File: config.mk
export PLATFORM = sky130hd
export DESIGN_NAME = slc_link_cfg
export DESIGN_NICKNAME = d
export VERILOG_FILES = /design/src/slc_pkg.sv /design/src/slc_link_cfg.sv /design/src/slc_pulse_div.sv
export SDC_FILE = /design/constraint.sdc
export NUM_CORES = 1
export LEC_CHECK = 0
export BUFFER_PORTS_ARGS = -buffer_cell sky130_fd_sc_hd__buf_4
export CORE_MARGIN = 1
export CORE_UTILIZATION = 55
export CTS_CLUSTER_SIZE = 20
export DETAILED_ROUTE_END_ITERATION = 7
export PLACE_DENSITY = 0.77
export REMOVE_ABC_BUFFERS = 1
export SLEW_MARGIN = 20
export SYNTH_ARGS = -nofsm -noshare
export SYNTH_HDL_FRONTEND = slang
export SYNTH_SLANG_ARGS = --single-unit
File: constraint.sdc
create_clock -name clk -period 9.5 [get_ports clk]
set_input_delay 2.85 -clock clk [delete_from_list [all_inputs] [get_ports clk]]
set_output_delay 2.85 -clock clk [all_outputs]
set_load 0.01 [all_outputs]
File: src/slc_pkg.sv
// shared constants and types of the servo link mode configuration checker
package slc_pkg;
  // apb register byte addresses
  localparam logic [7:0] ADDR_MODE = 8'h00;
  localparam logic [7:0] ADDR_CODE = 8'h04;
  localparam logic [7:0] ADDR_RATIO = 8'h08;
  localparam logic [7:0] ADDR_EXP = 8'h0c;
  localparam logic [7:0] ADDR_NS = 8'h10;
  localparam logic [7:0] ADDR_AXIS = 8'h14;
  localparam logic [7:0] ADDR_STATUS = 8'h18;
  // control mode values
  localparam logic [2:0] MODE_SEMI = 3'h0;
  localparam logic [2:0] MODE_FULL = 3'h6;
  // cycle codes, 8-bit two's complement
  localparam logic [7:0] CODE_500US = 8'h03;
  localparam logic [7:0] CODE_1MS = 8'h06;
  localparam logic [7:0] CODE_NS = 8'hff;
  // update ratios
  localparam logic [1:0] RATIO_1 = 2'h1;
  localparam logic [1:0] RATIO_2 = 2'h2;
  // legal expansion cycle values in ns
  localparam logic [20:0] NS_62500 = 21'h00f424;
  localparam logic [20:0] NS_125000 = 21'h01e848;
  localparam logic [20:0] NS_250000 = 21'h03d090;
  localparam logic [20:0] NS_500000 = 21'h07a120;
  localparam logic [20:0] NS_1000000 = 21'h0f4240;
  localparam logic [20:0] NS_2000000 = 21'h1e8480;
  // cycle lengths in 62.5 us base units
  localparam logic [5:0] U_62500 = 6'h01;
  localparam logic [5:0] U_125000 = 6'h02;
  localparam logic [5:0] U_250000 = 6'h04;
  localparam logic [5:0] U_500US = 6'h08;
  localparam logic [5:0] U_1MS = 6'h10;
  localparam logic [5:0] U_2MS = 6'h20;
  // 16-byte axis limits; 32-byte halves them
  localparam logic [5:0] AXIS_LIM_62500 = 6'h04;
  localparam logic [5:0] AXIS_LIM_125000 = 6'h08;
  localparam logic [5:0] AXIS_LIM_250000 = 6'h10;
  localparam logic [5:0] AXIS_LIM_SLOW = 6'h20;
  // expansion word bit positions
  localparam int EXP_SIZE_BIT = 0;
  localparam int EXP_SYNC_BIT = 1;
  localparam int EXP_MON_BIT = 4;
  // values after reset
  localparam logic [2:0] RST_MODE = 3'h0;
  localparam logic [7:0] RST_CODE = 8'h03;
  localparam logic [1:0] RST_RATIO = 2'h1;
  localparam logic [15:0] RST_EXP = 16'h0000;
  localparam logic [20:0] RST_NS = 21'h07a120;
  localparam logic [5:0] RST_AXIS = 6'h01;
  // base time unit and clock
  localparam int CLK_PERIOD_NS = 10;
  localparam int UNIT_NS = 62500;
  localparam int UNIT_CLKS = UNIT_NS / CLK_PERIOD_NS;
  // command types on the cyclic link
  typedef enum logic [1:0] {
    profile_position_cmd,
    cyclic_position_cmd,
    cyclic_velocity_cmd,
    cyclic_torque_cmd
  } slc_cmd_t;
endpackage

File: src/slc_link_cfg.sv
// servo link mode configuration and combination checker with apb registers
`timescale 1ns/1ps
module slc_link_cfg #(
  parameter int UNIT_CLKS = slc_pkg::UNIT_CLKS, // clocks per 62.5 us unit
  parameter bit STANDARD_VARIANT = 1'b0 // standard type: no full-closed option
)
(
  input logic clk,
  input logic rst_b,
  input logic psel,
  input logic penable,
  input logic pwrite,
  input logic [7:0] paddr,
  input logic [31:0] pwdata,
  output logic [31:0] prdata,
  output logic pready,
  output logic pslverr,
  input logic cmd_valid,
  input slc_pkg::slc_cmd_t cmd_type,
  output logic cmd_error,
  output logic cmd_applied,
  output slc_pkg::slc_cmd_t active_cmd,
  output logic comm_tick,
  output logic update_tick,
  output logic param_combo_error,
  output logic axis_limit_error,
  output logic frame_32byte,
  output logic interaxis_full_sync,
  output logic ext_monitor_en,
  output logic full_closed
);
  import slc_pkg::*;
  generate
    if (UNIT_CLKS < 2 || UNIT_CLKS > 1048575)
    begin : g_bad_unit
      $error("slc_link_cfg: UNIT_CLKS out of range");
    end
  endgenerate
  // software-visible settings
  logic [2:0] control_mode_select_ff;
  logic [7:0] link_cycle_code_ff;
  logic [1:0] update_ratio_setting_ff;
  logic [15:0] link_expansion_word_ff;
  logic [20:0] link_cycle_ns_value_ff;
  logic [5:0] axis_count_ff;
  // apb answer flops
  logic pready_ff;
  logic pslverr_ff;
  logic [31:0] prdata_ff;
  // status and link-facing flops
  logic param_err_ff;
  logic axis_err_ff;
  logic cmd_error_ff;
  logic cmd_applied_ff;
  slc_cmd_t active_ff;
  logic pend_ff; // a command waits for its cycle
  slc_cmd_t pend_type_ff;
  logic frame32_ff;
  logic sync_ff;
  logic monitor_ff;
  logic full_ff;
  // combinational helpers
  logic apb_access;
  logic apb_first;
  logic addr_ok;
  logic wr_bad;
  logic wr_en;
  logic cfg_wr;
  logic mode_legal;
  logic [31:0] nxt_prdata;
  logic [5:0] eff_units;
  logic cycle_ok;
  logic ratio_ok;
  logic [5:0] axis_lim;
  logic is_full;
  logic is_32;
  logic vel_or_torque;
  logic cmd_bad;
  logic apply_now;
  logic unit_tick;
  logic comm_tick_w;
  logic update_tick_w;
  logic [15:0] status;

  // first access cycle starts the answer; done when pready is seen
  assign apb_access = psel & penable;
  assign apb_first = apb_access & ~pready_ff;
  // write commits only at the edge the master samples pready
  assign wr_en = apb_access & pready_ff & pwrite & ~pslverr_ff;
  // a cycle setting change realigns the cycle dividers
  assign cfg_wr = wr_en & ((paddr == ADDR_CODE) | (paddr == ADDR_NS) | (paddr == ADDR_RATIO));

  // reserved modes are refused; full-closed absent on standard type
  assign mode_legal = (pwdata[31:3] == 29'h0) &&
    ((pwdata[2:0] == MODE_SEMI) || (pwdata[2:0] == MODE_FULL && !STANDARD_VARIANT));

  assign status = {1'b0, full_ff, eff_units, active_ff, monitor_ff, sync_ff, frame32_ff,
    cmd_error_ff, axis_err_ff, param_err_ff};

  // address decode and read mux
  always_comb
  begin
    nxt_prdata = 32'h0;
    addr_ok = 1'b1;
    wr_bad = 1'b0;
    case (paddr)
      ADDR_MODE:
      begin
        nxt_prdata = {29'h0, control_mode_select_ff};
        wr_bad = pwrite & ~mode_legal;
      end
      ADDR_CODE: nxt_prdata = {24'h0, link_cycle_code_ff};
      ADDR_RATIO: nxt_prdata = {30'h0, update_ratio_setting_ff};
      ADDR_EXP: nxt_prdata = {16'h0, link_expansion_word_ff};
      ADDR_NS: nxt_prdata = {11'h0, link_cycle_ns_value_ff};
      ADDR_AXIS: nxt_prdata = {26'h0, axis_count_ff};
      ADDR_STATUS: nxt_prdata = {16'h0, status};
      default: addr_ok = 1'b0; // unmapped: error, reads zero
    endcase
  end

  // apb answer: pready one cycle into the access phase
  always_ff @(posedge clk or negedge rst_b)
  begin
    if (!rst_b)
    begin
      pready_ff <= 1'b0;
      pslverr_ff <= 1'b0;
      prdata_ff <= 32'h0;
    end
    else
    begin
      pready_ff <= apb_first;
      pslverr_ff <= apb_first & (~addr_ok | wr_bad);
      prdata_ff <= (apb_first & ~pwrite & addr_ok) ? nxt_prdata : 32'h0;
    end
  end

  // setting registers, written only by an accepted apb write
  always_ff @(posedge clk or negedge rst_b)
  begin
    if (!rst_b)
    begin
      control_mode_select_ff <= RST_MODE;
      link_cycle_code_ff <= RST_CODE;
      update_ratio_setting_ff <= RST_RATIO;
      link_expansion_word_ff <= RST_EXP;
      link_cycle_ns_value_ff <= RST_NS;
      axis_count_ff <= RST_AXIS;
    end
    else if (wr_en)
    begin
      case (paddr)
        ADDR_MODE: control_mode_select_ff <= pwdata[2:0];
        ADDR_CODE: link_cycle_code_ff <= pwdata[7:0];
        ADDR_RATIO: update_ratio_setting_ff <= pwdata[1:0];
        ADDR_EXP: link_expansion_word_ff <= pwdata[15:0];
        ADDR_NS: link_cycle_ns_value_ff <= pwdata[20:0];
        ADDR_AXIS: axis_count_ff <= pwdata[5:0];
        default: ; // status is read-only
      endcase
    end
  end

  // effective cycle; ns value counts only behind code -1
  always_comb
  begin
    eff_units = 6'h00;
    if (link_cycle_code_ff == CODE_500US)
      eff_units = U_500US;
    else if (link_cycle_code_ff == CODE_1MS)
      eff_units = U_1MS;
    else if (link_cycle_code_ff == CODE_NS)
    begin
      case (link_cycle_ns_value_ff)
        NS_62500: eff_units = U_62500;
        NS_125000: eff_units = U_125000;
        NS_250000: eff_units = U_250000;
        NS_500000: eff_units = U_500US;
        NS_1000000: eff_units = U_1MS;
        NS_2000000: eff_units = U_2MS;
        default: eff_units = 6'h00;
      endcase
    end
  end

  // reserved codes or bad ns leave eff_units at zero
  assign cycle_ok = (eff_units != 6'h00);
  assign ratio_ok = (update_ratio_setting_ff == RATIO_1) || (update_ratio_setting_ff == RATIO_2);
  assign is_full = (control_mode_select_ff == MODE_FULL);
  assign is_32 = link_expansion_word_ff[EXP_SIZE_BIT];

  // axis limit by cycle, halved in 32-byte mode
  always_comb
  begin
    case (eff_units)
      U_62500: axis_lim = AXIS_LIM_62500;
      U_125000: axis_lim = AXIS_LIM_125000;
      U_250000: axis_lim = AXIS_LIM_250000;
      default: axis_lim = AXIS_LIM_SLOW;
    endcase
    if (is_32)
      axis_lim = axis_lim >> 1;
  end

  // status and configuration outputs
  always_ff @(posedge clk or negedge rst_b)
  begin
    if (!rst_b)
    begin
      param_err_ff <= 1'b0;
      axis_err_ff <= 1'b0;
      frame32_ff <= 1'b0;
      sync_ff <= 1'b0;
      monitor_ff <= 1'b0;
      full_ff <= 1'b0;
    end
    else
    begin
      param_err_ff <= ~cycle_ok | ~ratio_ok;
      axis_err_ff <= cycle_ok & (axis_count_ff > axis_lim);
      frame32_ff <= is_32;
      sync_ff <= link_expansion_word_ff[EXP_SYNC_BIT];
      // full-closed always monitors; semi only off the standard type
      monitor_ff <= is_full |
        (link_expansion_word_ff[EXP_MON_BIT] & ~STANDARD_VARIANT);
      full_ff <= is_full;
    end
  end

  // base unit tick from the system clock
  slc_pulse_div #(.WIDTH(20)) u_unit_div (
    .clk(clk),
    .rst_b(rst_b),
    .en(1'b1),
    .restart(1'b0),
    .len(20'(UNIT_CLKS)),
    .tick(unit_tick)
  );

  // communication cycle, silent while settings are bad
  slc_pulse_div #(.WIDTH(6)) u_comm_div (
    .clk(clk),
    .rst_b(rst_b),
    .en(unit_tick & ~param_err_ff),
    .restart(cfg_wr),
    .len(eff_units),
    .tick(comm_tick_w)
  );

  // command updating cycle: ratio communication cycles
  slc_pulse_div #(.WIDTH(2)) u_update_div (
    .clk(clk),
    .rst_b(rst_b),
    .en(comm_tick_w),
    .restart(cfg_wr),
    .len(update_ratio_setting_ff),
    .tick(update_tick_w)
  );

  // command acceptance against mode and frame size
  assign vel_or_torque = (cmd_type == cyclic_velocity_cmd) || (cmd_type == cyclic_torque_cmd);
  assign cmd_bad = param_err_ff |
    (is_full & vel_or_torque) |
    (is_32 & (eff_units < U_500US)) |
    (is_32 & vel_or_torque);
  // cyclic position waits for the update cycle, others any cycle
  assign apply_now = pend_ff &
    ((pend_type_ff == cyclic_position_cmd) ? update_tick_w : comm_tick_w);

  // command error reflects the latest command offered
  always_ff @(posedge clk or negedge rst_b)
  begin
    if (!rst_b)
      cmd_error_ff <= 1'b0;
    else if (cmd_valid)
      cmd_error_ff <= cmd_bad;
  end

  // pending command; a new one in the apply cycle is kept
  always_ff @(posedge clk or negedge rst_b)
  begin
    if (!rst_b)
    begin
      pend_ff <= 1'b0;
      pend_type_ff <= profile_position_cmd;
    end
    else if (cmd_valid && !cmd_bad)
    begin
      pend_ff <= 1'b1;
      pend_type_ff <= cmd_type;
    end
    else if (apply_now)
      pend_ff <= 1'b0;
  end

  // active command switches only on its cycle tick
  always_ff @(posedge clk or negedge rst_b)
  begin
    if (!rst_b)
    begin
      active_ff <= profile_position_cmd;
      cmd_applied_ff <= 1'b0;
    end
    else
    begin
      cmd_applied_ff <= apply_now;
      if (apply_now)
        active_ff <= pend_type_ff;
    end
  end

  assign prdata = prdata_ff;
  assign pready = pready_ff;
  assign pslverr = pslverr_ff;
  assign cmd_error = cmd_error_ff;
  assign cmd_applied = cmd_applied_ff;
  assign active_cmd = active_ff;
  assign comm_tick = comm_tick_w;
  assign update_tick = update_tick_w;
  assign param_combo_error = param_err_ff;
  assign axis_limit_error = axis_err_ff;
  assign frame_32byte = frame32_ff;
  assign interaxis_full_sync = sync_ff;
  assign ext_monitor_en = monitor_ff;
  assign full_closed = full_ff;
  // mode register never holds a reserved value
  a_mode_legal_value: assert property (@(posedge clk) disable iff (!rst_b)
    (control_mode_select_ff == MODE_SEMI) ||
    (control_mode_select_ff == MODE_FULL && !STANDARD_VARIANT))
    else $error("mode register holds a refused value");
  // refused command leaves the pending type alone
  a_full_refuse_vt: assert property (@(posedge clk) disable iff (!rst_b)
    cmd_valid && is_full && vel_or_torque |=> $stable(pend_type_ff) && cmd_error_ff)
    else $error("velocity or torque accepted in full-closed");
  // the 1 ms fixed code ignores the ns value
  a_code_ignores_ns: assert property (@(posedge clk) disable iff (!rst_b)
    (link_cycle_code_ff == CODE_1MS) && ratio_ok |=> !param_combo_error)
    else $error("setup error with fixed code and good ratio");
  // unlisted ns value behind code -1 is an error
  a_ns_value_check: assert property (@(posedge clk) disable iff (!rst_b)
    (link_cycle_code_ff == CODE_NS) && (link_cycle_ns_value_ff == NS_62500 + 21'h1)
    |=> param_combo_error)
    else $error("bad ns value not flagged");
  // size bit reaches the frame size output one cycle later
  a_size_bit_out: assert property (@(posedge clk) disable iff (!rst_b)
    ##1 frame_32byte == $past(link_expansion_word_ff[0]))
    else $error("frame size does not follow expansion bit 0");
  // full-closed always monitors the scale
  a_full_monitor_on: assert property (@(posedge clk) disable iff (!rst_b)
    is_full ##1 is_full |-> ext_monitor_en)
    else $error("scale monitor off in full-closed");
  // 32-byte fast cycles refuse every command
  a_fast_32_refuse: assert property (@(posedge clk) disable iff (!rst_b)
    cmd_valid && is_32 && cycle_ok && (eff_units < U_500US) |=> cmd_error_ff)
    else $error("command accepted in 32-byte fast cycle");
  // cyclic position is applied only right after an update tick
  a_cp_on_update: assert property (@(posedge clk) disable iff (!rst_b)
    cmd_applied && active_cmd == cyclic_position_cmd |-> $past(update_tick_w))
    else $error("cyclic position applied off the update cycle");
  // 32-byte at the fastest cycle allows two axes
  a_axis_32_fast: assert property (@(posedge clk) disable iff (!rst_b)
    is_32 && eff_units == U_62500 && axis_count_ff == 6'h03 |=> axis_limit_error)
    else $error("axis limit not flagged");
  // apb answers exactly one cycle into the access phase
  a_apb_one_wait: assert property (@(posedge clk) disable iff (!rst_b)
    apb_first |=> pready ##1 !pready)
    else $error("apb answer timing wrong");
endmodule

File: src/slc_pulse_div.sv
// pulse divider: one tick every len enable pulses
`timescale 1ns/1ps
module slc_pulse_div #(
  parameter int WIDTH = 8 // width of the length and the counter
)
(
  input logic clk,
  input logic rst_b,
  input logic en,
  input logic restart,
  input logic [WIDTH-1:0] len,
  output logic tick
);
  logic [WIDTH-1:0] cnt_ff; // enable pulses seen in this period
  logic tick_ff; // one-cycle tick
  logic wrap; // last pulse of the period

  generate
    if (WIDTH < 1 || WIDTH > 31)
    begin : g_bad_width
      $error("slc_pulse_div: WIDTH out of range");
    end
  endgenerate

  // a zero length never wraps, so no ticks come out
  assign wrap = (len != '0) && (cnt_ff >= WIDTH'(len - 1'b1));

  // period counter, restarted on a config change
  always_ff @(posedge clk or negedge rst_b)
  begin
    if (!rst_b)
      cnt_ff <= '0;
    else if (restart)
      cnt_ff <= '0;
    else if (en)
      cnt_ff <= wrap ? '0 : WIDTH'(cnt_ff + 1'b1);
  end

  // tick flop, so the output is clean
  always_ff @(posedge clk or negedge rst_b)
  begin
    if (!rst_b)
      tick_ff <= 1'b0;
    else
      tick_ff <= en & ~restart & wrap;
  end

  assign tick = tick_ff;
endmodule

# [Word level (Yosys, flattened, before mapping)]
# Cells that the tools add are included.
[totals] ff_bits=134 input_bits=48 out_inout_bits=46 elab_cells=141
[classes] n_addsub=5 magnitude_cmp=5 n_eq_ne=25 muxes=20 n_bitwise=37 n_reduce_logical=23
[op_table] cell="21-bit case mux with 7 select lines" n=1
[op_table] cell="6-bit two-way mux" n=7
[op_table] cell="6-bit case mux with 6 select lines" n=1
[op_table] cell="32-bit two-way mux" n=1
[op_table] cell="29-bit zero test" n=1
[op_table] cell="8-bit by 5-bit equality test with 1-bit output, second input constant" n=3
[op_table] cell="21-bit by 16-bit equality test with 1-bit output, second input constant" n=1
[op_table] cell="21-bit by 17-bit equality test with 1-bit output, second input constant" n=1
[op_table] cell="21-bit by 18-bit equality test with 1-bit output, second input constant" n=1
[op_table] cell="21-bit by 19-bit equality test with 1-bit output, second input constant" n=1
[op_table] cell="21-bit by 20-bit equality test with 1-bit output, second input constant" n=1
[op_table] cell="21-bit equality test, second input constant" n=1
[op_table] cell="20-bit by 1-bit adder with 20-bit output, second input constant" n=1
[op_table] cell="1-bit AND" n=20
[op_table] cell="20-bit by 13-bit greater-or-equal comparator with 1-bit output, second input constant" n=1
[op_table] cell="20-bit two-way mux" n=1
[op_table] cell="6-bit case mux with 3 select lines" n=1
[op_table] cell="8-bit by 3-bit equality test with 1-bit output, second input constant" n=2
[op_table] cell="8-bit by 4-bit equality test with 1-bit output, second input constant" n=2
[op_table] cell="2-bit AND reduction" n=6
[op_table] cell="1-bit NOT" n=9
[op_table] cell="8-bit by 2-bit equality test with 1-bit output, second input constant" n=1
[op_table] cell="8-bit equality test, second input constant" n=1
[op_table] cell="8-bit zero test" n=1
[op_table] cell="other kinds (24)" n=49

# [Longest topological paths before layout]
# Gate-level depths: netlist of run 1.
[depth] word_depth=12 ltp_mapped=17 ltp_nobuf=16

# [By module]
# From an unflattened synthesis of run 1, not the netlist that was laid out.
[unflattened] cells_unflattened=652 hier_area_um2=7234.4
[modules_own_cells] mod="slc_link_cfg" instances=1 cells_per_inst=363 area_each_um2=4608.2 seq_area_each_um2=2316.0
[modules_own_cells] mod="slc_pulse_div at u_unit_div" instances=1 cells_per_inst=204 area_each_um2=1811.7 seq_area_each_um2=525.5
[modules_own_cells] mod="slc_pulse_div at u_comm_div" instances=1 cells_per_inst=65 area_each_um2=610.6 seq_area_each_um2=175.2
[modules_own_cells] mod="slc_pulse_div at u_update_div" instances=1 cells_per_inst=20 area_each_um2=203.9 seq_area_each_um2=75.1

# [Worst setup path after synthesis of run 1]
# OpenSTA, ideal clock, no wires.
[synth_timing] path_kind="input to register" start="in paddr[1]" end="reg link_cycle_ns_value_ff[0]" setup_time_ns=0.125 arrival_time_ns=4.516 t_required_ns=9.375 path_slack_ns=4.860 path_stages=7 cell_sequence="or4_4 nor2_4 and3_1 buf_2 and2_1 buf_4 mux2_2"
[synth_via] elab_chain_len=2
[synth_lines] element="start: declaration" line_no="slc_link_cfg.sv:13" source="input logic [7:0] paddr,"
[synth_lines] element="8-bit by 5-bit equality test with 1-bit output" line_no="slc_link_cfg.sv:153" source="case (paddr)"
[synth_lines] element="2-bit AND reduction (no line)"
[synth_lines] element="end signal: assignment" line_no="slc_link_cfg.sv:158" source="ADDR_NS: link_cycle_ns_value_ff <= pwdata[20:0];"
[synth_lines] element="end: declaration" line_no="slc_link_cfg.sv:44" source="logic [20:0] link_cycle_ns_value_ff;"
# No other way between the ends.
# A chain may end at the register's enable or synchronous reset.

# [Final worst setup path of run 1]
[layout_timing] start="in paddr[1]" end="reg link_cycle_ns_value_ff[14]"
# The elaborated chain is that of the path after synthesis.

==> impl_metrics.yaml, run 1 <==
detailed_routing:
  firstDrtPassIters: 5
  ant_nets: 0
  drt-total-wl_um: 15500
  num_vias: 4792
  drtIter0Drc: 300
  viasPerCell: 6.04
  route.detailed.drc: 0
  wl_per_cell_um: 19.5
timing:
  fin_worst_skew_ns: 0.00797
  period_minus_slack_ns: 5.38
  tightest_slew_ns: 0.967
  hold_violations: 0
  period_share: 0.566
  setup_tns_ns: 0
  slew_headroom: 0.355
  setup_violations: 0
  grt_setup_unrepaired: "no"
  whs_ns: 0.431
  maxSlewViolCount: 0
  max_freq_ghz: 0.186
cts:
  clock_path_buffers: 2
  ctsResizeCount: 0
  cts.sinks: 123
  numCtsBuffers: 17
  cts_tree: "built"
  clkSlewWorstSetupHoldPaths_ns: 0.06
  clock_latency_ns: 0.42
  h-tree-depth: 4
  cts_setup_buffers: 0
  cts_root_buf: "clkbuf_16"
  cts_hold_buf: 0
finish:
  layout.nets: 710
  antenna_cells: 0
  layout_commonest_cell: "dfrtp_1"
  drive_gt1_frac: 0.322
  layout_common_cells: "112 x dfrtp_1, 84 x buf_4, 62 x mux2_2"
  fin_util: 0.690
  syn_to_final_growth_pct: 20.7
  post-route-cell-area_mm2: 0.00755
  fin_cells: 793
synthesis:
  synth_edf_count: 0
  synth_seq_area_share: 0.494
  synth-async-reset-ratio: 1.00
  synth_area_leaders: "dfrtp_1 45%, mux2_2 11%, dfstp_2 4.6%"
  synth.area.mux_share: 0.120
  netlist_instances: 551
  yosysWarnings: 0
  synth.distinct_cells: 65
  ys.flop_type: "dfrtp_1"
  avgSynthCellArea_um2: 11.3
  synth-simple-area-share: 0.183
  ys_ff_latch: 123
  synth_top_cell_by_area: "dfrtp_1"
  synth_top_cell_area_share: 0.448
  synthAdderAreaFrac: 0.0440
  synth_compound_area_frac: 0.0930
  synth_xor_area_frac: 0.0266
  synthesis.area_mm2: 0.00625
  synth_top_family_by_area: "simple AND/OR/NAND/NOR gates"
critical_path:
  worstReg2RegEnd: "axis_limit_error"
  cp_data_required_time_ns: 9.80
  critPathLaunch: "paddr[1]"
  worst-r2r-cell-count: 13
  worstSetupPathType: "input port to flop"
  critical_path.cell_chain: "buf_4 > or4_4 > nor2_4 > and3_1 > and2_1 > mux2_2"
  reg2reg_setup_slack_ns: 5.66
  max_stage_delay_ns: 0.87
  cp.arrival_ns: 5.68
  cp_slowest_cell: "and2_1"
  crit_path_end_kind: "flop"
  endpoint: "link_cycle_ns_value_ff[14]"
  r2r_start: "link_cycle_code_ff[0]"
  cp_max_fo: 21
  worstSetupStartpointType: "input port"
floorplanning:
  core_region_area_mm2: 0.0109
  start_util: 0.572
  dieArea_mm2: 0.0118
  die_width_um: 109
  pin_count: 94
  rows: 38
  die_h_um: 109
global_routing:
  groute.usage.overall: 0.285
  antenna_found_initial: 0
  grt_pass1_wl_um: 25100
  grt_pass1_vias: 4870
  grt_max_degree: 65
  grt.overflow.total: 0
pwr:
  p_leak_nw: 3.44
  p_per_area_mw_per_mm2: 165
  vdd_drop_max_v: 0.000134
place:
  gp_congestion: 0.887
  dpl.hpwl_um: 10900
  port_buffers: 82
  dp.cells: 761
  post_dp_cell_area_mm2: 0.00694
hold_path:
  hold_depth: 0
  min_path_type: "flop to flop"
run:
  max_cap_viol_count: 0
run_status:
  status: "complete, no violations"
==> layer usage <==
layer	share of wire	global-route usage	vias to the layer above
li1	-	-	2166
met1	0.41	0.374	2377
met2	0.49	0.451	219
met3	0.072	0.0735	30
met4	0.024	0.120	0
met5	0	0	-
==> worst max-delay path: cells and delay by family <==
family,cells,cell delay [ns]
mux,1,0.42
buf+inv,1,0.11
simple gates,4,2.28
==> Yosys cell counts, types with 8 or more instances <==
master and count:
inv_1 13, xor2_1 9, nand2_1 35, dfrtp_1 112
and3_1 12, o21ai_0 10, buf_4 14, nor2b_1 8
clkbuf_1 8, nand2b_1 9, nand4_1 8, mux2_2 62
buf_2 8, dfstp_2 11, ha_1 22, and2_1 8
nor2_1 43, xnor2_1 10, a22oi_1 20, a21oi_1 19
nand3_1 9, nor4_1 11, nor3_1 11
==> registers in the layout, summed over array words and instances (netlist names), 2 cells and up <==
register and flops:
control_mode_select_ff 3, pend_type_ff 2, link_cycle_code_ff 8, u_unit_div.cnt_ff 20, active_cmd 2, link_expansion_word_ff 16
update_ratio_setting_ff 2, axis_count_ff 6, u_update_div.cnt_ff 2, u_comm_div.cnt_ff 6, prdata 21, link_cycle_ns_value_ff 21
==> kinds of logic after synthesis <==
logic type,count (synthesis)
AO/OA/AOI/OAI,82
multiplexers,65
buffers and inverters,44
AND/OR/NAND/NOR,195
other,1
flip-flops,123
adder cells (fa/ha/maj),22
XOR/XNOR,19
==> area by class of cell <==
cell class / count / area, um^2
clock buffers: 19 / 443
multi-input cells: 401 / 2990
well taps: 140 / 175
fillers: 800 / 3390
clock inverters: 13 / 168
repair buffers: 84 / 631
inverters: 13 / 48.8
flip-flops and latches: 123 / 3090
==> through the flow <==
step	worst slack (ns)	power, mW
2_1_floorplan	4.38	0.552
3_3_place_gp	3.77	0.587
3_5_place_dp	3.71	0.589
4_1_cts	4.14	1.25
5_1_grt	4.00	1.28
6_report	4.12	1.25
==> worst min path at each step <==
stage | slack (ns) | from | end
floorplan | 0.36 | link_expansion_word_ff[1] | interaxis_full_sync
global placement | 0.41 | link_expansion_word_ff[1] | interaxis_full_sync
detailed placement | 0.42 | link_expansion_word_ff[1] | interaxis_full_sync
CTS | 0.44 | link_expansion_word_ff[1] | interaxis_full_sync
global route | 0.43 | link_expansion_word_ff[1] | interaxis_full_sync
finish | 0.43 | link_expansion_word_ff[1] | interaxis_full_sync
==> where the power goes <==
| part | internal (mW) | switching (mW) |
|---|---|---|
| sequential | 0.529 | 0.00390 |
| combinational | 0.0193 | 0.0281 |
| clock | 0.421 | 0.247 |
| total | 0.969 | 0.279 |
Note: power is estimated with default switching activity, not from simulation.
==> inputs of run 2 (changes only) <==
--- a/config.mk
+++ b/config.mk
@@ -5,9 +5,10 @@
 export SDC_FILE = /design/constraint.sdc
 export NUM_CORES = 1
 export LEC_CHECK = 0
+export ABC_AREA = 1
 export BUFFER_PORTS_ARGS = -buffer_cell sky130_fd_sc_hd__buf_4
 export CORE_MARGIN = 1
-export CORE_UTILIZATION = 55
+export CORE_UTILIZATION = 52
 export CTS_CLUSTER_SIZE = 20
 export DETAILED_ROUTE_END_ITERATION = 7
 export PLACE_DENSITY = 0.77
==> constraint.sdc (replaced) <==
create_clock -name clk -period 4.48 [get_ports clk]
set_input_delay 1.344 -clock clk [delete_from_list [all_inputs] [get_ports clk]]
set_output_delay 1.344 -clock clk [all_outputs]
set_load 0.01 [all_outputs]
==> run 2 against run 1 <==
  * Highest routed layer unchanged
  * Synthesized cell count rose by 44%
  * Via count rose by 16%
  * Global-route usage fell by 0.98 points
  * Die area rose by 7.5%
==> impl_metrics.yaml, run 2 <==
pwr:
  seqPwrFrac: 0.441
  p_total_mw: 2.60
  p_clk_frac: 0.512
  power.switching_mw: 0.570
  vdd_drop_max_v: 0.000304
  switching_share: 0.219
  p_per_area_mw_per_mm2: 339
  p_comb_frac: 0.047
  p_leak_nw: 3.80
  intPower_mw: 2.03
synthesis:
  synthesis.area_mm2: 0.00636
  synth-simple-area-share: 0.272
  synthAdderAreaFrac: 0.0433
  ys_top_cells_by_count: "199 x nand2_1, 112 x dfrtp_1, 93 x nor2_1, 83 x inv_1, 45 x o21ai_1"
  synth_compound_area_frac: 0.102
  synth_edf_count: 0
  synth_top_family_by_area: "simple AND/OR/NAND/NOR gates"
  netlist_instances: 794
  synth_top_cell_area_share: 0.441
  synth-async-reset-ratio: 1.00
  ys_ff_latch: 123
  synth_xor_area_frac: 0.0138
  yosysWarnings: 0
  synth.distinct_cells: 46
  synth.area.mux_share: 0
  avgSynthCellArea_um2: 8.01
  ys.flop_type: "dfrtp_1"
  synth_area_leaders: "dfrtp_1 44%, nand2_1 12%, nor2_1 5.5%"
  yosysMostFrequentCell: "nand2_1"
  synth_top_cell_by_area: "dfrtp_1"
  synth_seq_area_share: 0.486
cts:
  cts_hold_buf: 0
  clock_path_buffers: 2
  cts.sinks: 123
  numCtsBuffers: 17
  clock_latency_ns: 0.42
  cts_tree: "built"
  cts_setup_buffers: 0
  clkSlewWorstSetupHoldPaths_ns: 0.06
  ctsResizeCount: 0
  h-tree-depth: 4
  cts_root_buf: "clkbuf_16"
critical_path:
  cp_slowest_cell: "dfstp_2"
  r2r_start: "link_cycle_code_ff[1]"
  worstReg2RegEnd: "u_comm_div.cnt_ff[3]"
  worst-r2r-cell-count: 17
  critPathBufInv: 2
  crit_path_frequent_cell: "nand2_1"
  worstSetupStartpointType: "flop"
  crit_path_end_kind: "flop"
  reg2reg_setup_slack_ns: 1.54
  worstSetupPathType: "flop to flop"
  cp.arrival_ns: 3.25
  critPathTopFamily: "simple AND/OR/NAND/NOR gates"
  cp_data_required_time_ns: 4.79
  critical_path.cell_chain: "nand2_1 > nor2_1 > nand2_2 > nor4_1 > nand2_1 > ha_1 > nand3_1 > xor2_1 > inv_1 > ha_1 > nand2_1 > inv_1 > nand4_1 > o2111ai_1 > nand2_2 > nand2_1 > nand2_1"
  max_stage_delay_ns: 0.57
  cp_max_fo: 8
timing:
  period_minus_slack_ns: 2.94
  period_share: 0.657
  hold_violations: 0
  grt_setup_unrepaired: "no"
  fin_worst_skew_ns: 0.00864
  maxSlewViolCount: 0
  setup_violations: 0
  tightest_slew_ns: 1.01
  slew_headroom: 0.324
  max_freq_ghz: 0.340
  setup_tns_ns: 0
finish:
  antenna_cells: 0
  syn_to_final_growth_pct: 20.7
  layout.nets: 958
  fin_util: 0.642
  layout_common_cells: "199 x nand2_1, 112 x dfrtp_1, 93 x nor2_1"
  drive_gt1_frac: 0.180
  layout_commonest_cell: "nand2_1"
place:
  port_buffers: 82
  gp_congestion: 0.962
  dpl.hpwl_um: 12000
global_routing:
  grt.overflow.total: 0
  grt_max_degree: 73
  groute.usage.overall: 0.275
  grt_pass1_wl_um: 26500
  antenna_found_initial: 0
  grt_pass1_vias: 5419
detailed_routing:
  drtIter0Drc: 416
  routed.top_layer: "met4"
  drt-met1-wl_um: 7000
  drt-total-wl_um: 16100
  wl_per_cell_um: 15.4
  route.detailed.drc: 0
  viasPerCell: 5.32
  ant_nets: 0
  wl_met3_um: 1080
  wl_met2_um: 7370
  num_vias: 5569
  firstDrtPassIters: 5
floorplanning:
  core_region_area_mm2: 0.0120
  pin_count: 94
  die_h_um: 113
  rows: 40
  dieArea_mm2: 0.0127
  die_width_um: 113
  start_util: 0.532
hold_path:
  hold_depth: 0
  hold_end: "interaxis_full_sync"
  holdCritStartpoint: "link_expansion_word_ff[1]"
  min_path_type: "flop to flop"
run_status:
  status: "complete, no violations"
run:
  max_cap_viol_count: 0
## run 2: cells by family after synthesis
kind of cell,after synthesis
XOR/XNOR,10
AND/OR/NAND/NOR,395
buffers and inverters,127
adder cells (fa/ha/maj),22
flip-flops,123
other,1
AO/OA/AOI/OAI,116
## run 2: power groups by stage
| stage | Clock (mW) | Sequential, mW | Combinational, mW |
|---|---|---|---|
| after CTS | 1.35 | 1.15 | 0.123 |
| after global placement | 0 | 1.17 | 0.121 |
| after floorplan | 0 | 1.16 | 0.0359 |
| after global routing | 1.39 | 1.15 | 0.136 |
| final | 1.33 | 1.15 | 0.121 |
| after detailed placement | 0 | 1.17 | 0.123 |
## run 2: area by class of cell
class,count,area (um^2)
Sequential cell,123,3090
Timing Repair Buffer,84,643
Fill cell,1053,4280
Clock buffer,23,478
Multi-Input combinational cell,561,2810
Clock inverter,8,92.6
Inverter,101,379
Tap cell,147,184
## run 2: how the worst max path moves through the flow
| stage | start | end | slack [ns] | cells past startpoint |
|---|---|---|---|---|
| final | link_cycle_code_ff[1] | u_comm_div.cnt_ff[3] | 1.54 | 17 |
| after global routing | link_cycle_ns_value_ff[20] | u_comm_div.cnt_ff[4] | 1.18 | 16 |
| after CTS | link_cycle_code_ff[1] | u_comm_div.cnt_ff[3] | 1.53 | 17 |
| after detailed placement | paddr[0] | u_comm_div.cnt_ff[3] | 1.40 | 11 |
| after global placement | paddr[0] | u_comm_div.cnt_ff[2] | 1.48 | 11 |
| after floorplan | paddr[0] | u_comm_div.cnt_ff[0] | 1.86 | 12 |
## run 2: worst register-to-register path: cells and delay by family, from the launching register on
family	cells	cell delay, ns
AOI/OAI and AO/OA	1	0.12
and+or+nand+nor	11	1.32
DFF	1	0.57
xor gates and xnor gates	1	0.15
buffers and inverters	2	0.12
adders and majority gates	2	0.54
## run 2: per-layer routing
layer,up-vias,global-route usage
li1,2736,-
met1,2593,0.353
met2,196,0.433
met3,44,0.0702
met4,0,0.142
met5,-,0
## run 2: per-stage QoR
stage,setup slack [ns],cell area [um^2],instances,hold WS (ns)
6_report,1.54,7680,1047,0.435
5_1_grt,1.18,7680,1047,0.437
4_1_cts,1.53,7680,1047,0.427
3_5_place_dp,1.40,7110,1016,0.401
3_3_place_gp,1.48,7110,1016,0.396
2_1_floorplan,1.86,6280,785,0.374
==> inputs of run 3 (changes only) <==
--- a/config.mk
+++ b/config.mk
@@ -8,7 +8,7 @@
 export ABC_AREA = 1
 export BUFFER_PORTS_ARGS = -buffer_cell sky130_fd_sc_hd__buf_4
 export CORE_MARGIN = 1
-export CORE_UTILIZATION = 52
+export CORE_UTILIZATION = 55
 export CTS_CLUSTER_SIZE = 20
 export DETAILED_ROUTE_END_ITERATION = 7
 export PLACE_DENSITY = 0.77
==> constraint.sdc (replaced) <==
create_clock -name clk -period 2.8 [get_ports clk]
set_input_delay 0.84 -clock clk [delete_from_list [all_inputs] [get_ports clk]]
set_output_delay 0.84 -clock clk [all_outputs]
set_load 0.01 [all_outputs]
==> run 3 against run 2 <==
  * Design area rose by 5.3%
  * Largest power group unchanged
  * Via count rose by 5.1%
  * Setup slack got worse by 1.6 ns
  * Clock skew fell by 0.00079 ns
  * Highest routed layer unchanged
  * Worst hold slack got worse by 0.055 ns
  * Clock power rose by 70%
  * Largest cell class unchanged
  * The run now ends with negative setup slack left
  * Sequential power rose by 59%
==> impl_metrics.yaml, run 3 (same netlist as run 2, synthesis figures left out) <==
run_status:
  status: "finished, violations left"
  violations: "negative setup slack"
finish:
  layout_common_cells: "189 x nand2_1, 111 x dfrtp_1, 103 x buf_4"
  fill_cells: 820
  layout_commonest_cell: "nand2_1"
  syn_to_final_growth_pct: 27.1
  layout.nets: 981
  drive_gt1_frac: 0.239
  antenna_cells: 0
  fin_util: 0.733
place:
  port_buffers: 82
  gp_congestion: 0.966
  dpl.hpwl_um: 13000
  dp_slack_ns: -0.0295
floorplanning:
  start_util: 0.577
  core_region_area_mm2: 0.0110
  dieArea_mm2: 0.0120
  die_width_um: 110
  rows: 38
  pin_count: 94
  die_h_um: 110
timing:
  setup_tns_ns: -0.116
  tightest_slew_ns: 0.923
  setup_ws_ns: -0.0591
  setup_violations: 6
  maxSlewViolCount: 0
  whs_ns: 0.380
  grt_setup_unrepaired: "yes"
  max_freq_ghz: 0.350
  period_share: 1.02
  period_minus_slack_ns: 2.86
  slew_headroom: 0.380
  hold_violations: 0
  fin_worst_skew_ns: 0.00785
pwr:
  vdd_drop_max_v: 0.000892
  p_per_area_mw_per_mm2: 531
  p_leak_nw: 3.97
detailed_routing:
  wl_per_cell_um: 16.9
  firstDrtPassIters: 5
  wl_met3_um: 1050
  num_vias: 5851
  wl_met2_um: 8760
  route.detailed.drc: 0
  drtIter0Drc: 366
  ant_nets: 0
  drt-met1-wl_um: 7570
  drt-total-wl_um: 17900
  routed.top_layer: "met4"
  viasPerCell: 5.50
global_routing:
  grt.overflow.total: 0
  groute.usage.overall: 0.316
  grt_pass1_wl_um: 28200
  grt_pass1_vias: 5671
  antenna_found_initial: 0
  grt_max_degree: 45
critical_path:
  crit_path_end_kind: "flop"
  worstSetupStartpointType: "flop"
  worstSetupPathType: "flop to flop"
  cp_max_fo: 5
  cp_data_required_time_ns: 3.15
  cp.arrival_ns: 3.21
cts:
  h-tree-depth: 4
  cts_tree: "built"
  clock_path_buffers: 2
  numCtsBuffers: 17
  clkSlewWorstSetupHoldPaths_ns: 0.06
  clock_latency_ns: 0.42
  cts.sinks: 123
  cts_root_buf: "clkbuf_16"
hold_path:
  min_path_type: "input port to async pin"
run:
  max_cap_viol_count: 0
-- run 3: critical path, cell delays in order (launching register included) --
cell and delay (ns):
dfstp_2 0.54, nand2_1 0.05, nor2_1 0.13, nand2_2 0.13, nor4_2 0.23, nand2_2 0.15
buf_6 0.16, ha_4 0.15, inv_1 0.06, nor2_2 0.05, nand2_2 0.08, nand4_1 0.16
ha_4 0.33, nand4_1 0.15, o221ai_2 0.21, nand2_1 0.09, nor2_2 0.12
-- run 3: layer usage --
metal  up-vias  global-route usage
li1       2781                   -
met1      2783               0.397
met2       243               0.524
met3        44              0.0646
met4         0               0.143
met5         -                   0
-- run 3: cell type report --
cell class	count	area (um^2)	area share
Clock buffer	22	474	0.0587
Clock inverter	10	139	0.0172
Inverter	101	382	0.0472
Multi-Input combinational cell	561	2980	0.368
Sequential cell	123	3090	0.383
Tap cell	140	175	0.0217
Timing Repair Buffer	107	845	0.104
-- run 3: final timing paths --
check	from	endpoint	slack [ns]	depth (start not counted)
min in group clk	link_expansion_word_ff[1]	interaxis_full_sync	0.42	0
setup reg to reg	link_cycle_code_ff[1]	axis_limit_error	-0.06	16
hold / removal	rst_b	prdata[10]	0.38	1
hold reg to reg	link_expansion_word_ff[1]	interaxis_full_sync	0.42	0
setup / recovery	link_cycle_code_ff[1]	axis_limit_error	-0.06	16
max in group asynchronous	rst_b	link_cycle_code_ff[5]	1.81	2
-- run 3: power by group --
part | switching [mW] | internal (mW)
clock network | 0.790 | 1.47
logic | 0.120 | 0.0830
registers | 0.0279 | 1.81
total | 0.938 | 3.36
-- run 3: what timing repair did --
action,in CTS,in global routing
hold buffers,0,0
pin swaps,0,21
endpoints found under the setup margin,7,8
gates resized for setup,2,41
gates cloned,0,0
hold endpoints to repair,0,0
setup buffers,2,6
-- run 3: metrics by stage --
stage	power [mW]	area (um^2)	cells
floorplan	1.91	6280	785
global placement	2.06	7240	1024
detailed placement	2.07	7240	1024
global route	4.41	8080	1064
CTS	4.32	7880	1058
finish	4.30	8080	1064
